**src/core/csp_params.svh**
```systemverilog
// Purpose: named constants for the cell stack protection logic
// Assumes: pclk at 40 MHz; delays counted in 1 us ticks
// Notes:   byte addresses of the apb register map
`ifndef CSP_PARAMS_SVH
`define CSP_PARAMS_SVH

// clock and tick timing
`define CSP_CLK_PERIOD_NS    25
`define CSP_TICK_NS          1000
`define CSP_US_PER_MS        1000

// detection and release delays, in microseconds
`define CSP_OC_DELAY_US      1000000
`define CSP_OC_FAST_DIV      100
`define CSP_OC_MID_US        4000
`define CSP_OC_RELEASE_US    16000
`define CSP_OD_US_PER_NF     3640
`define CSP_OD_US_PER_NF_MID 36
`define CSP_OD_RELEASE_US    1200

// cell count selector codes {select_a, select_b}
`define CSP_SEL_CODE_3CELL   2'h0
`define CSP_SEL_CODE_4CELL   2'h1
`define CSP_MASK_3CELL       5'h07
`define CSP_MASK_4CELL       5'h0F
`define CSP_MASK_5CELL       5'h1F

// delay shorten input level codes
`define CSP_DS_LOW           2'h0
`define CSP_DS_MID           2'h1

// register byte addresses
`define CSP_ADDR_CTRL        12'h000
`define CSP_ADDR_OD_CAP      12'h004
`define CSP_ADDR_WB_INTERVAL 12'h008
`define CSP_ADDR_STATUS      12'h00C
`define CSP_ADDR_IRQ_STATUS  12'h010
`define CSP_ADDR_IRQ_ENABLE  12'h014
`define CSP_ADDR_IRQ_CLEAR   12'h018

// reset values
`define CSP_RST_CTRL         2'h2
`define CSP_RST_OD_CAP       16'h014A
`define CSP_RST_WB_INTERVAL  16'h03E8

// field positions
`define CSP_CTRL_PUSH_PULL   0
`define CSP_CTRL_WB_ENABLE   1
`define CSP_IRQ_WIDTH        5
`define CSP_IRQ_OC_SET       0
`define CSP_IRQ_OD_SET       1
`define CSP_IRQ_WB_SET       2
`define CSP_IRQ_OC_REL       3
`define CSP_IRQ_OD_REL       4

`endif

```
**src/core/csp_pkg.sv**
```systemverilog
// Purpose: shared types of the cell stack protection logic
// Assumes: csp_params.svh holds all numbers
// Notes:   one-hot channel states
package csp_pkg;

  // per-cell comparator results, bit n is cell n+1
  typedef struct packed {
    logic [4:0] oc_high;      // above overcharge_threshold
    logic [4:0] oc_rel_low;   // below overcharge_release_level
    logic [4:0] od_low;       // below overdischarge_threshold
    logic [4:0] od_rel_high;  // at or above overdischarge_release_level
    logic [4:0] wire_open;    // wire-break test result
  } csp_cell_cmp_t;

  // fault channel states
  typedef enum logic [3:0] {
    CSP_CH_NORMAL  = 4'b0001,
    CSP_CH_PENDING = 4'b0010,
    CSP_CH_DETECT  = 4'b0100,
    CSP_CH_RELEASE = 4'b1000
  } csp_ch_state_t;

endpackage : csp_pkg

```
**src/core/csp_protect_top.sv**
```systemverilog
// Purpose: decision and timing logic of a 3 to 5 cell battery protector
// Assumes: comparator results and selector levels arrive asynchronously
// Notes:   registers reached over apb; one level interrupt
//
// What this block does
// - overcharge output asserts after one second delay
// - overdischarge delay is 3.64 ms per nF
// - overcharge releases when cell falls below release
// - overdischarge releases at or above release level
// - wire break drives the overcharge output
// - restored wire releases the overcharge output
// - wire-break test repeats at programmed interval
// - shorten input high cuts overcharge delay hundredfold
// - middle level: 4 ms overcharge, overdischarge hundredfold
// - both faults drive both outputs together
// - open-drain: pull low normal, release when detected
// - push-pull: drive low normal, high when detected
// - selectors choose 3, 4 or 5 monitored cells
// - overcharge release delay of 16 ms
// - overdischarge release delay of 1.2 ms
//
// Our own choices: register access over APB and the register addresses.
`timescale 1ns/1ps
`include "csp_params.svh"
module csp_protect_top #(
  parameter int unsigned OC_DELAY_US   = `CSP_OC_DELAY_US,
  parameter int unsigned OC_RELEASE_US = `CSP_OC_RELEASE_US,
  parameter int unsigned OD_RELEASE_US = `CSP_OD_RELEASE_US,
  parameter int unsigned US_PER_MS     = `CSP_US_PER_MS
) (
  input  wire logic                   pclk,
  input  wire logic                   presetn,
  input  wire logic                   clk_en,
  input  wire logic                   psel,
  input  wire logic                   penable,
  input  wire logic                   pwrite,
  input  wire logic [11:0]            paddr,
  input  wire logic [31:0]            pwdata,
  output logic [31:0]                 prdata,
  output logic                        pready,
  output logic                        pslverr,
  input  wire csp_pkg::csp_cell_cmp_t cell_cmp,
  input  wire logic                   cell_count_select_a,
  input  wire logic                   cell_count_select_b,
  input  wire logic [1:0]             delay_shorten_in,
  output logic                        overcharge_out,
  output logic                        overcharge_oe,
  output logic                        overdischarge_out,
  output logic                        overdischarge_oe,
  output logic                        wirebreak_test_pulse,
  output logic                        irq
);
  import csp_pkg::*;

  // tick length in clocks, width of the synchroniser word
  localparam int unsigned TICK_CYCLES = `CSP_TICK_NS / `CSP_CLK_PERIOD_NS;
  localparam int unsigned SYNC_W      = $bits(csp_cell_cmp_t) + 4;

  // input synchronisers
  logic [SYNC_W-1:0] sync_meta;
  logic [SYNC_W-1:0] sync_q;
  csp_cell_cmp_t     cmp_s;
  logic [1:0]        sel_s;
  logic [1:0]        ds_s;

  // timing and channel state
  logic [5:0]        tick_div;
  logic              tick;
  logic [4:0]        cell_mask;
  logic [27:0]       oc_assert_limit;
  logic [27:0]       od_assert_limit;
  logic              oc_trip;
  logic              oc_clear;
  logic              od_trip;
  logic              od_clear;
  logic              oc_detected;
  logic              od_detected;
  logic [31:0]       wb_count;
  logic [31:0]       wb_limit;
  logic              wb_fault;
  logic              cout_active;
  logic              cout_prev;
  logic              od_prev;

  // registers
  logic [1:0]        ctrl;
  logic [15:0]       od_cap_nf;
  logic [15:0]       wb_interval_ms;
  logic [`CSP_IRQ_WIDTH-1:0] irq_status;
  logic [`CSP_IRQ_WIDTH-1:0] irq_enable;
  logic [`CSP_IRQ_WIDTH-1:0] irq_event;
  logic [`CSP_IRQ_WIDTH-1:0] clear_bits;
  logic              wr_en;
  logic [31:0]       next_prdata;
  logic              next_pslverr;

  // two flops on every pin-side input before any logic reads it
  always_ff @(posedge pclk or negedge presetn) begin
    if (!presetn) begin
      sync_meta <= '0;
      sync_q    <= '0;
    end else if (clk_en) begin
      sync_meta <= {cell_cmp, cell_count_select_a, cell_count_select_b,
                    delay_shorten_in};
      sync_q    <= sync_meta;
    end
  end

  // unpack in the order the word was packed
  assign cmp_s = sync_q[SYNC_W-1:4];
  assign sel_s = sync_q[3:2];
  assign ds_s  = sync_q[1:0];

  // microsecond tick stands in for the internal oscillator
  always_ff @(posedge pclk or negedge presetn) begin
    if (!presetn) begin
      tick_div <= 6'h00;
      tick     <= 1'b0;
    end else if (clk_en) begin
      // one-clock pulse per tick period
      if (tick_div == 6'(TICK_CYCLES - 1)) begin
        tick_div <= 6'h00;
        tick     <= 1'b1;
      end else begin
        tick_div <= tick_div + 6'h01;
        tick     <= 1'b0;
      end
    end
  end

  // cell count selection; unknown codes fall to five cells
  always_comb begin
    case (sel_s)
      `CSP_SEL_CODE_3CELL: cell_mask = `CSP_MASK_3CELL;
      `CSP_SEL_CODE_4CELL: cell_mask = `CSP_MASK_4CELL;
      default:             cell_mask = `CSP_MASK_5CELL;
    endcase
  end

  // assert delays depend on the three-level shorten input
  always_comb begin
    case (ds_s)
      `CSP_DS_LOW: begin
        oc_assert_limit = 28'(OC_DELAY_US);
        od_assert_limit = 28'(od_cap_nf * `CSP_OD_US_PER_NF);
      end
      `CSP_DS_MID: begin
        oc_assert_limit = 28'(`CSP_OC_MID_US);
        od_assert_limit = 28'(od_cap_nf * `CSP_OD_US_PER_NF_MID);
      end
      // supply level: overcharge cut, overdischarge unchanged
      default: begin
        oc_assert_limit = 28'(OC_DELAY_US / `CSP_OC_FAST_DIV);
        od_assert_limit = 28'(od_cap_nf * `CSP_OD_US_PER_NF);
      end
    endcase
  end

  // only selected cells count toward trip and release
  assign oc_trip  = |(cmp_s.oc_high & cell_mask);
  assign oc_clear = &(cmp_s.oc_rel_low | ~cell_mask);
  assign od_trip  = |(cmp_s.od_low & cell_mask);
  assign od_clear = &(cmp_s.od_rel_high | ~cell_mask);

  // overcharge channel: fixed delay, 16 ms release
  csp_fault_channel u_oc_channel (
    .pclk          (pclk),
    .presetn       (presetn),
    .clk_en        (clk_en),
    .tick          (tick),
    .trip          (oc_trip),
    .clear         (oc_clear),
    .assert_limit  (oc_assert_limit),
    .release_limit (28'(OC_RELEASE_US)),
    .detected      (oc_detected)
  );

  // overdischarge channel: capacitor-scaled delay, 1.2 ms release
  csp_fault_channel u_od_channel (
    .pclk          (pclk),
    .presetn       (presetn),
    .clk_en        (clk_en),
    .tick          (tick),
    .trip          (od_trip),
    .clear         (od_clear),
    .assert_limit  (od_assert_limit),
    .release_limit (28'(OD_RELEASE_US)),
    .detected      (od_detected)
  );

  // test interval in ticks
  assign wb_limit = 32'(wb_interval_ms) * 32'(US_PER_MS);

  // periodic wire-break test; the result holds until the next test,
  // so a restored wire releases at the following interval only
  always_ff @(posedge pclk or negedge presetn) begin
    if (!presetn) begin
      wb_count             <= 32'h00000000;
      wb_fault             <= 1'b0;
      wirebreak_test_pulse <= 1'b0;
    end else if (clk_en) begin
      wirebreak_test_pulse <= 1'b0;
      // a disabled test also drops a held fault
      if (!ctrl[`CSP_CTRL_WB_ENABLE]) begin
        wb_count <= 32'h00000000;
        wb_fault <= 1'b0;
      end else if (tick) begin
        if (wb_count + 32'h00000001 >= wb_limit) begin
          wb_count             <= 32'h00000000;
          wirebreak_test_pulse <= 1'b1;
          wb_fault <= |(cmp_s.wire_open & cell_mask);
        end else begin
          wb_count <= wb_count + 32'h00000001;
        end
      end
    end
  end

  // overcharge output is shared with the wire-break fault
  assign cout_active = oc_detected | wb_fault;

  // pins straight from flops; channels are independent so both
  // outputs may be in the detected state at once
  always_ff @(posedge pclk or negedge presetn) begin
    if (!presetn) begin
      overcharge_out    <= 1'b0;
      overcharge_oe     <= 1'b1;
      overdischarge_out <= 1'b0;
      overdischarge_oe  <= 1'b1;
    end else if (clk_en) begin
      if (ctrl[`CSP_CTRL_PUSH_PULL]) begin
        // push-pull: low when normal, high when detected
        overcharge_out    <= cout_active;
        overcharge_oe     <= 1'b1;
        overdischarge_out <= od_detected;
        overdischarge_oe  <= 1'b1;
      end else begin
        // open-drain: pull low when normal, float when detected
        overcharge_out    <= 1'b0;
        overcharge_oe     <= ~cout_active;
        overdischarge_out <= 1'b0;
        overdischarge_oe  <= ~od_detected;
      end
    end
  end

  // edge memory for interrupt events
  always_ff @(posedge pclk or negedge presetn) begin
    if (!presetn) begin
      cout_prev <= 1'b0;
      od_prev   <= 1'b0;
    end else if (clk_en) begin
      cout_prev <= oc_detected;
      od_prev   <= od_detected;
    end
  end

  // one-cycle events; release edges are reported too
  always_comb begin
    irq_event = '0;
    irq_event[`CSP_IRQ_OC_SET] = oc_detected & ~cout_prev;
    irq_event[`CSP_IRQ_OD_SET] = od_detected & ~od_prev;
    irq_event[`CSP_IRQ_WB_SET] = wirebreak_test_pulse & wb_fault;
    irq_event[`CSP_IRQ_OC_REL] = ~oc_detected & cout_prev;
    irq_event[`CSP_IRQ_OD_REL] = ~od_detected & od_prev;
  end

  // apb write strobe, at the completing access edge only
  assign wr_en = psel & penable & pready & pwrite;
  assign clear_bits = (wr_en && paddr == `CSP_ADDR_IRQ_CLEAR) ?
                      pwdata[`CSP_IRQ_WIDTH-1:0] : '0;

  // sticky status: a new event wins over a clear in the same cycle
  always_ff @(posedge pclk or negedge presetn) begin
    if (!presetn) begin
      irq_status <= '0;
      irq        <= 1'b0;
    end else if (clk_en) begin
      irq_status <= (irq_status & ~clear_bits) | irq_event;
      irq        <= |(irq_status & irq_enable);
    end
  end

  // writable registers
  always_ff @(posedge pclk or negedge presetn) begin
    if (!presetn) begin
      ctrl           <= `CSP_RST_CTRL;
      od_cap_nf      <= `CSP_RST_OD_CAP;
      wb_interval_ms <= `CSP_RST_WB_INTERVAL;
      irq_enable     <= '0;
    end else if (clk_en && wr_en) begin
      case (paddr)
        `CSP_ADDR_CTRL:        ctrl           <= pwdata[1:0];
        `CSP_ADDR_OD_CAP:      od_cap_nf      <= pwdata[15:0];
        `CSP_ADDR_WB_INTERVAL: wb_interval_ms <= pwdata[15:0];
        `CSP_ADDR_IRQ_ENABLE:
          irq_enable <= pwdata[`CSP_IRQ_WIDTH-1:0];
        default: begin
          // read-only and unmapped offsets keep their value
        end
      endcase
    end
  end

  // read mux, sampled during the setup cycle
  always_comb begin
    next_prdata  = 32'h00000000;
    next_pslverr = 1'b0;
    case (paddr)
      `CSP_ADDR_CTRL:        next_prdata[1:0]  = ctrl;
      `CSP_ADDR_OD_CAP:      next_prdata[15:0] = od_cap_nf;
      `CSP_ADDR_WB_INTERVAL: next_prdata[15:0] = wb_interval_ms;
      `CSP_ADDR_STATUS:
        next_prdata[12:0] = {cell_mask, ds_s, wb_fault, od_detected,
                             oc_detected, od_trip, oc_trip, 1'b0};
      `CSP_ADDR_IRQ_STATUS:
        next_prdata[`CSP_IRQ_WIDTH-1:0] = irq_status;
      `CSP_ADDR_IRQ_ENABLE:
        next_prdata[`CSP_IRQ_WIDTH-1:0] = irq_enable;
      // the clear register is write-only
      `CSP_ADDR_IRQ_CLEAR:   next_prdata = 32'h00000000;
      default:               next_pslverr = 1'b1;
    endcase
  end

  // one wait-free access phase: ready rises the cycle after setup
  always_ff @(posedge pclk or negedge presetn) begin
    if (!presetn) begin
      pready  <= 1'b0;
      prdata  <= 32'h00000000;
      pslverr <= 1'b0;
    end else if (clk_en) begin
      if (psel && !penable) begin
        pready  <= 1'b1;
        prdata  <= pwrite ? 32'h00000000 : next_prdata;
        pslverr <= next_pslverr;
      end else begin
        // prdata holds until the next setup
        pready  <= 1'b0;
        pslverr <= 1'b0;
      end
    end
  end

endmodule : csp_protect_top

```
**src/core/csp_fault_channel.sv**
```systemverilog
// Purpose: one fault channel with assert and release delay timing
// Assumes: tick is a one-cycle pulse every microsecond
// Notes:   detected is high in the detect and release states
`timescale 1ns/1ps
module csp_fault_channel (
  input  wire logic        pclk,
  input  wire logic        presetn,
  input  wire logic        clk_en,
  input  wire logic        tick,
  input  wire logic        trip,
  input  wire logic        clear,
  input  wire logic [27:0] assert_limit,
  input  wire logic [27:0] release_limit,
  output logic             detected
);
  import csp_pkg::*;

  csp_ch_state_t state;
  logic [27:0]   count;
  logic [27:0]   next_count;

  assign next_count = count + 28'h0000001;

  // pending and releasing both restart timing if their cause goes away
  always_ff @(posedge pclk or negedge presetn) begin
    if (!presetn) begin
      state <= CSP_CH_NORMAL;
      count <= 28'h0000000;
    end else if (clk_en) begin
      case (state)
        CSP_CH_NORMAL: begin
          count <= 28'h0000000;
          if (trip) begin
            state <= CSP_CH_PENDING;
          end
        end
        CSP_CH_PENDING: begin
          if (!trip) begin
            state <= CSP_CH_NORMAL;
            count <= 28'h0000000;
          end else if (tick) begin
            if (next_count >= assert_limit) begin
              state <= CSP_CH_DETECT;
              count <= 28'h0000000;
            end else begin
              count <= next_count;
            end
          end
        end
        CSP_CH_DETECT: begin
          count <= 28'h0000000;
          if (clear) begin
            state <= CSP_CH_RELEASE;
          end
        end
        CSP_CH_RELEASE: begin
          if (!clear) begin
            state <= CSP_CH_DETECT; // stays detected
            count <= 28'h0000000;
          end else if (tick) begin
            if (next_count >= release_limit) begin
              state <= CSP_CH_NORMAL;
              count <= 28'h0000000;
            end else begin
              count <= next_count;
            end
          end
        end
        default: begin
          state <= CSP_CH_NORMAL;
          count <= 28'h0000000;
        end
      endcase
    end
  end

  assign detected = (state == CSP_CH_DETECT) || (state == CSP_CH_RELEASE);

endmodule : csp_fault_channel

```
**config.mk**
```make
export PLATFORM = sky130hd
export DESIGN_NAME = csp_protect_top
export DESIGN_NICKNAME = d
export VERILOG_FILES = /design/src/core/csp_pkg.sv /design/src/core/csp_protect_top.sv /design/src/core/csp_fault_channel.sv
export VERILOG_INCLUDE_DIRS = /design/src /design/src/core
export SDC_FILE = /design/constraint.sdc
export NUM_CORES = 1
export LEC_CHECK = 0
export BUFFER_PORTS_ARGS = -buffer_cell sky130_fd_sc_hd__buf_2
export CAP_MARGIN = 10
export CORE_UTILIZATION = 27
export DETAILED_ROUTE_END_ITERATION = 10
export MAX_ROUTING_LAYER = met4
export PLACE_DENSITY_LB_ADDON = 0.25
export SLEW_MARGIN = 5
export SYNTH_ARGS = -nofsm -noshare
export SYNTH_HDL_FRONTEND = slang
export SYNTH_HIERARCHICAL = 1
export SYNTH_SLANG_ARGS = --single-unit
```
**constraint.sdc**
```tcl
create_clock -name pclk -period 14 [get_ports pclk]
set_input_delay 0 -clock pclk [delete_from_list [all_inputs] [get_ports pclk]]
set_output_delay 0 -clock pclk [all_outputs]
set_load 0.05 [all_outputs]
```
==> impl_metrics.ini <==
[outcome]
status = finished, final reports clean

[clock_network]
tritoncts = done
clock-sinks = 232
clock_path_buffers = 3
clock-root-buffer = clkbuf_16
clk_latency_ps = 610
post_cts_buffers = 0
path_clk_slew_ps = 60
numCtsBuffers = 30
htreeDepth = 1

[synthesis]
synthFlopType = dfrtp_1
synth_area_sq_mm = 0.02096
ys_seq_area_share_pct = 27.79
synth_top_family_by_area = adder cells
yosys.area_share.simple_pct = 15.27
synth_edf_count = 0
synth_xor_area_share_pct = 5.325
yosys-top-cells-area = dfrtp_1 (26%), ha_1 (16%), fa_1 (8.8%), inv_1 (4.9%), mux2_2 (4.4%)
synth_top_area_cell = dfrtp_1
synth-adder-area-share_pct = 25.15
synthMuxAreaShare_pct = 5.409
synth_compound_area_share_pct = 13.92
syn_avg_cell_area_sq_um = 9.411
ys_async_sr_fraction_pct = 100.0
yosysWarnings = 6
yosys_register_bits = 232
synthCells = 2227
synth_top_area_share_pct = 25.91
synth_cell_type_count = 95

[sta]
fin_ws_ps = 6642
tightest_slew_ps = 1113
rsz0062_at_grt = false
drv_slew = 0
max_slew_margin_pct = 25.81
clock_skew_ps = 41.25
fin_crit_sh_pct = 52.56
clock.fmax_ghz = 0.1359
fin_tns_setup_ps = 0
setup_viol = 0
report.final.hold_viol_count = 0
period_needed_ps = 7358

[place]
portBuffers = 86
hpwl_microns = 43270
place_congestion = 0.8616
dp_slack_ps = 6605

[global_routing]
grt_max_degree = 121
grt_pass1_vias = 16990
antenna_found_initial = 7
busiest_layer = met2
met1_usage_pct = 20.15
grtUsageTotal_pct = 14.85
use_met3_pct = 1.815
met2_usage_pct = 23.45
grt_pass1_wl_microns = 91220
overflow = 0

[drt]
wire_per_inst_microns = 15.88
post-route-drc-count = 0
viasPerCell = 4.731
first_pass_iters = 5
drt_wl_total_microns = 55350
drt_iter0_markers = 764
postRouteAntennaNets = 0
routed-via-count = 16490

[final_layout]
fillers = 8025
seqCellArea_sq_mm = 0.005824
layout-drive-gt1-share_pct = 12.86
nNetsFinal = 2872
area_growth_pct = 16.45
multiInputGateArea_sq_mm = 0.01399

[floorplanning]
die_area_sq_mm = 0.07874
row_count = 101
start_util_pct = 27.46
core_sq_mm = 0.07633
die_w_microns = 280.6
ios = 119
die_height_microns = 280.6

[critical_path]
end_kind = flop
start_kind = flop
cp.required_ps = 14550
worstSetupPathType = flop to flop
crit_fanout = 25
critical_path_arrival_ps = 7910

[power_and_ir_drop]
peakVddDrop_v = 0.0001002
power.density_mw_per_mm2 = 81.51
leakage_uw = 0.01166

[worst_hold_path]
hold_path.class = input pin to async pin

[flow_run]
maxCapViolCount = 0
## worst max-delay path, stage by stage (launching register included)
cell	delay, ps
dfstp_2	650
inv_1	180
fa_1	570
fa_1	440
fa_1	490
fa_1	520
inv_1	50
ha_1	330
or2_2	280
a21oi_1	200
a31oi_1	120
a21oi_1	330
o21ai_0	200
a41oi_1	290
nor2b_1	200
xor2_1	180
ha_1	260
nand2_1	90
nor2_1	40
a2111oi_0	360
a21oi_1	120
nor3_1	370
nand4_4	410
nor2_4	400
mux2_2	210
## metal layers
| layer | vias to the layer above | share of wire, % |
|---|---|---|
| met4 | 0 | 2.1 |
| li1 | 8074 | - |
| met5 | - | 0 |
| met2 | 285 | 45 |
| met3 | 73 | 3.9 |
| met1 | 8056 | 49 |
## state kept, by name (all words and copies together) (netlist names), 2 cells and up
| register | count |
|---|---|
| ctrl | 2 |
| irq_enable | 5 |
| irq_status | 5 |
| od_cap_nf | 16 |
| prdata | 16 |
| sync_meta | 29 |
| sync_q | 29 |
| tick_div | 6 |
| u_oc_channel/count | 28 |
| u_oc_channel/state | 4 |
| u_od_channel/count | 28 |
| u_od_channel/state | 4 |
| wb_count | 32 |
| wb_interval_ms | 16 |
## final timing paths
kind | cells after the start | start | slack [ps] | to
min in group pclk | 4 | psel | 100 | prdata[14]
worst max-delay path | 24 | wb_interval_ms[3] | 6640 | wb_count[0]
max in group asynchronous | 3 | presetn | 12480 | prdata[7]
worst min register to register | 2 | prdata[11] | 480 | prdata[11]
worst max register to register | 24 | wb_interval_ms[3] | 6640 | wb_count[0]
worst min-delay path | 2 | presetn | 40 | sync_meta[11]
## cell usage after synthesis (7+ instances only)
master / number
a22oi_1: 12
o211ai_1: 14
nand3_1: 77
or3_1: 10
a21o_1: 16
clkbuf_1: 37
dfrtp_1: 217
a211oi_1: 14
mux2_2: 81
buf_4: 20
o21bai_1: 7
nand2b_1: 27
a22o_1: 8
mux2i_1: 12
and3_1: 31
ha_1: 274
fa_1: 92
nor4_1: 7
xor2_1: 41
a21oi_1: 94
o31ai_1: 10
nand4_1: 38
o21ai_0: 110
o21ai_1: 21
nor3_1: 32
nor2_1: 98
xnor2_1: 79
or2_2: 13
o21a_1: 7
a32o_1: 43
and2_1: 23
dfstp_2: 15
and4_1: 9
inv_1: 276
nor2b_1: 15
buf_2: 17
nand2_1: 193
a31oi_1: 14
## kinds of logic (layout without fill, tap and decap cells)
kind of cell / after synthesis / in the layout
multiplexers: 100 / 100
AO/OA/AOI/OAI: 429 / 429
XOR/XNOR: 124 / 124
AND/OR/NAND/NOR: 615 / 615
flip-flops: 232 / 232
buffers and inverters: 359 / 495
adder cells (fa/ha/maj): 366 / 366
other: 2 / 94
## cell usage in the layout, fill, tap and decap left out, drive strengths merged, types with 11 or more instances in the layout
cell type | Yosys | layout
mux2i | 12 | 12
dlygate4sd3 | 0 | 62
a31oi | 14 | 14
dfstp | 15 | 15
or2 | 18 | 18
ha | 274 | 274
nand4 | 43 | 43
a22oi | 12 | 12
a21oi | 94 | 94
nand3 | 78 | 78
nor2 | 105 | 105
fa | 92 | 92
a21o | 16 | 16
nand2 | 193 | 193
and2 | 25 | 25
conb | 2 | 89
a211oi | 15 | 15
nor3 | 35 | 35
inv | 276 | 278
o21ai | 132 | 132
or3 | 11 | 11
a32o | 43 | 43
buf | 45 | 101
nor2b | 16 | 16
and3 | 31 | 31
dfrtp | 217 | 217
xnor2 | 79 | 79
mux2 | 88 | 88
xor2 | 45 | 45
o211ai | 14 | 14
clkbuf | 37 | 39
nand2b | 27 | 27
## through the flow
stage	instance area, sq um	utilization [%]	power (uW)	cells	hold WS (ps)
after floorplan	21280	-	1050	2314	-295.6
after detailed placement	22700	29.74	1150	3363	143.4
after global routing	24400	31.97	2095	3485	145.9
final	24400	31.97	1989	3485	41.64
after global placement	22700	29.74	1138	3363	146.3
after CTS	24390	31.96	2021	3480	87.46
## power by group
part	internal, uW	switching [uW]	total [uW]
logic	149	221	370
registers	722	61.4	784
clock network	506	330	836
total	1380	612	1990
## final cells by class
cell class | instances | share of cell area (%)
inverter | 277 | 4.260
timing repair buffer | 163 | 4.819
sequential | 232 | 23.87
antenna | 5 | 0.05127
clock inverter | 16 | 1.046
tap | 1030 | 5.281
multi-input combinational | 1723 | 57.34
clock buffer | 39 | 3.338
## repair_timing
| item | 4_1_cts | 5_1_grt |
|---|---|---|
| hold buffers | 62 | 0 |
| resized for setup | 0 | 0 |
| endpoints found under the hold margin | 212 | 0 |
Power figures use the tool's default switching activity.
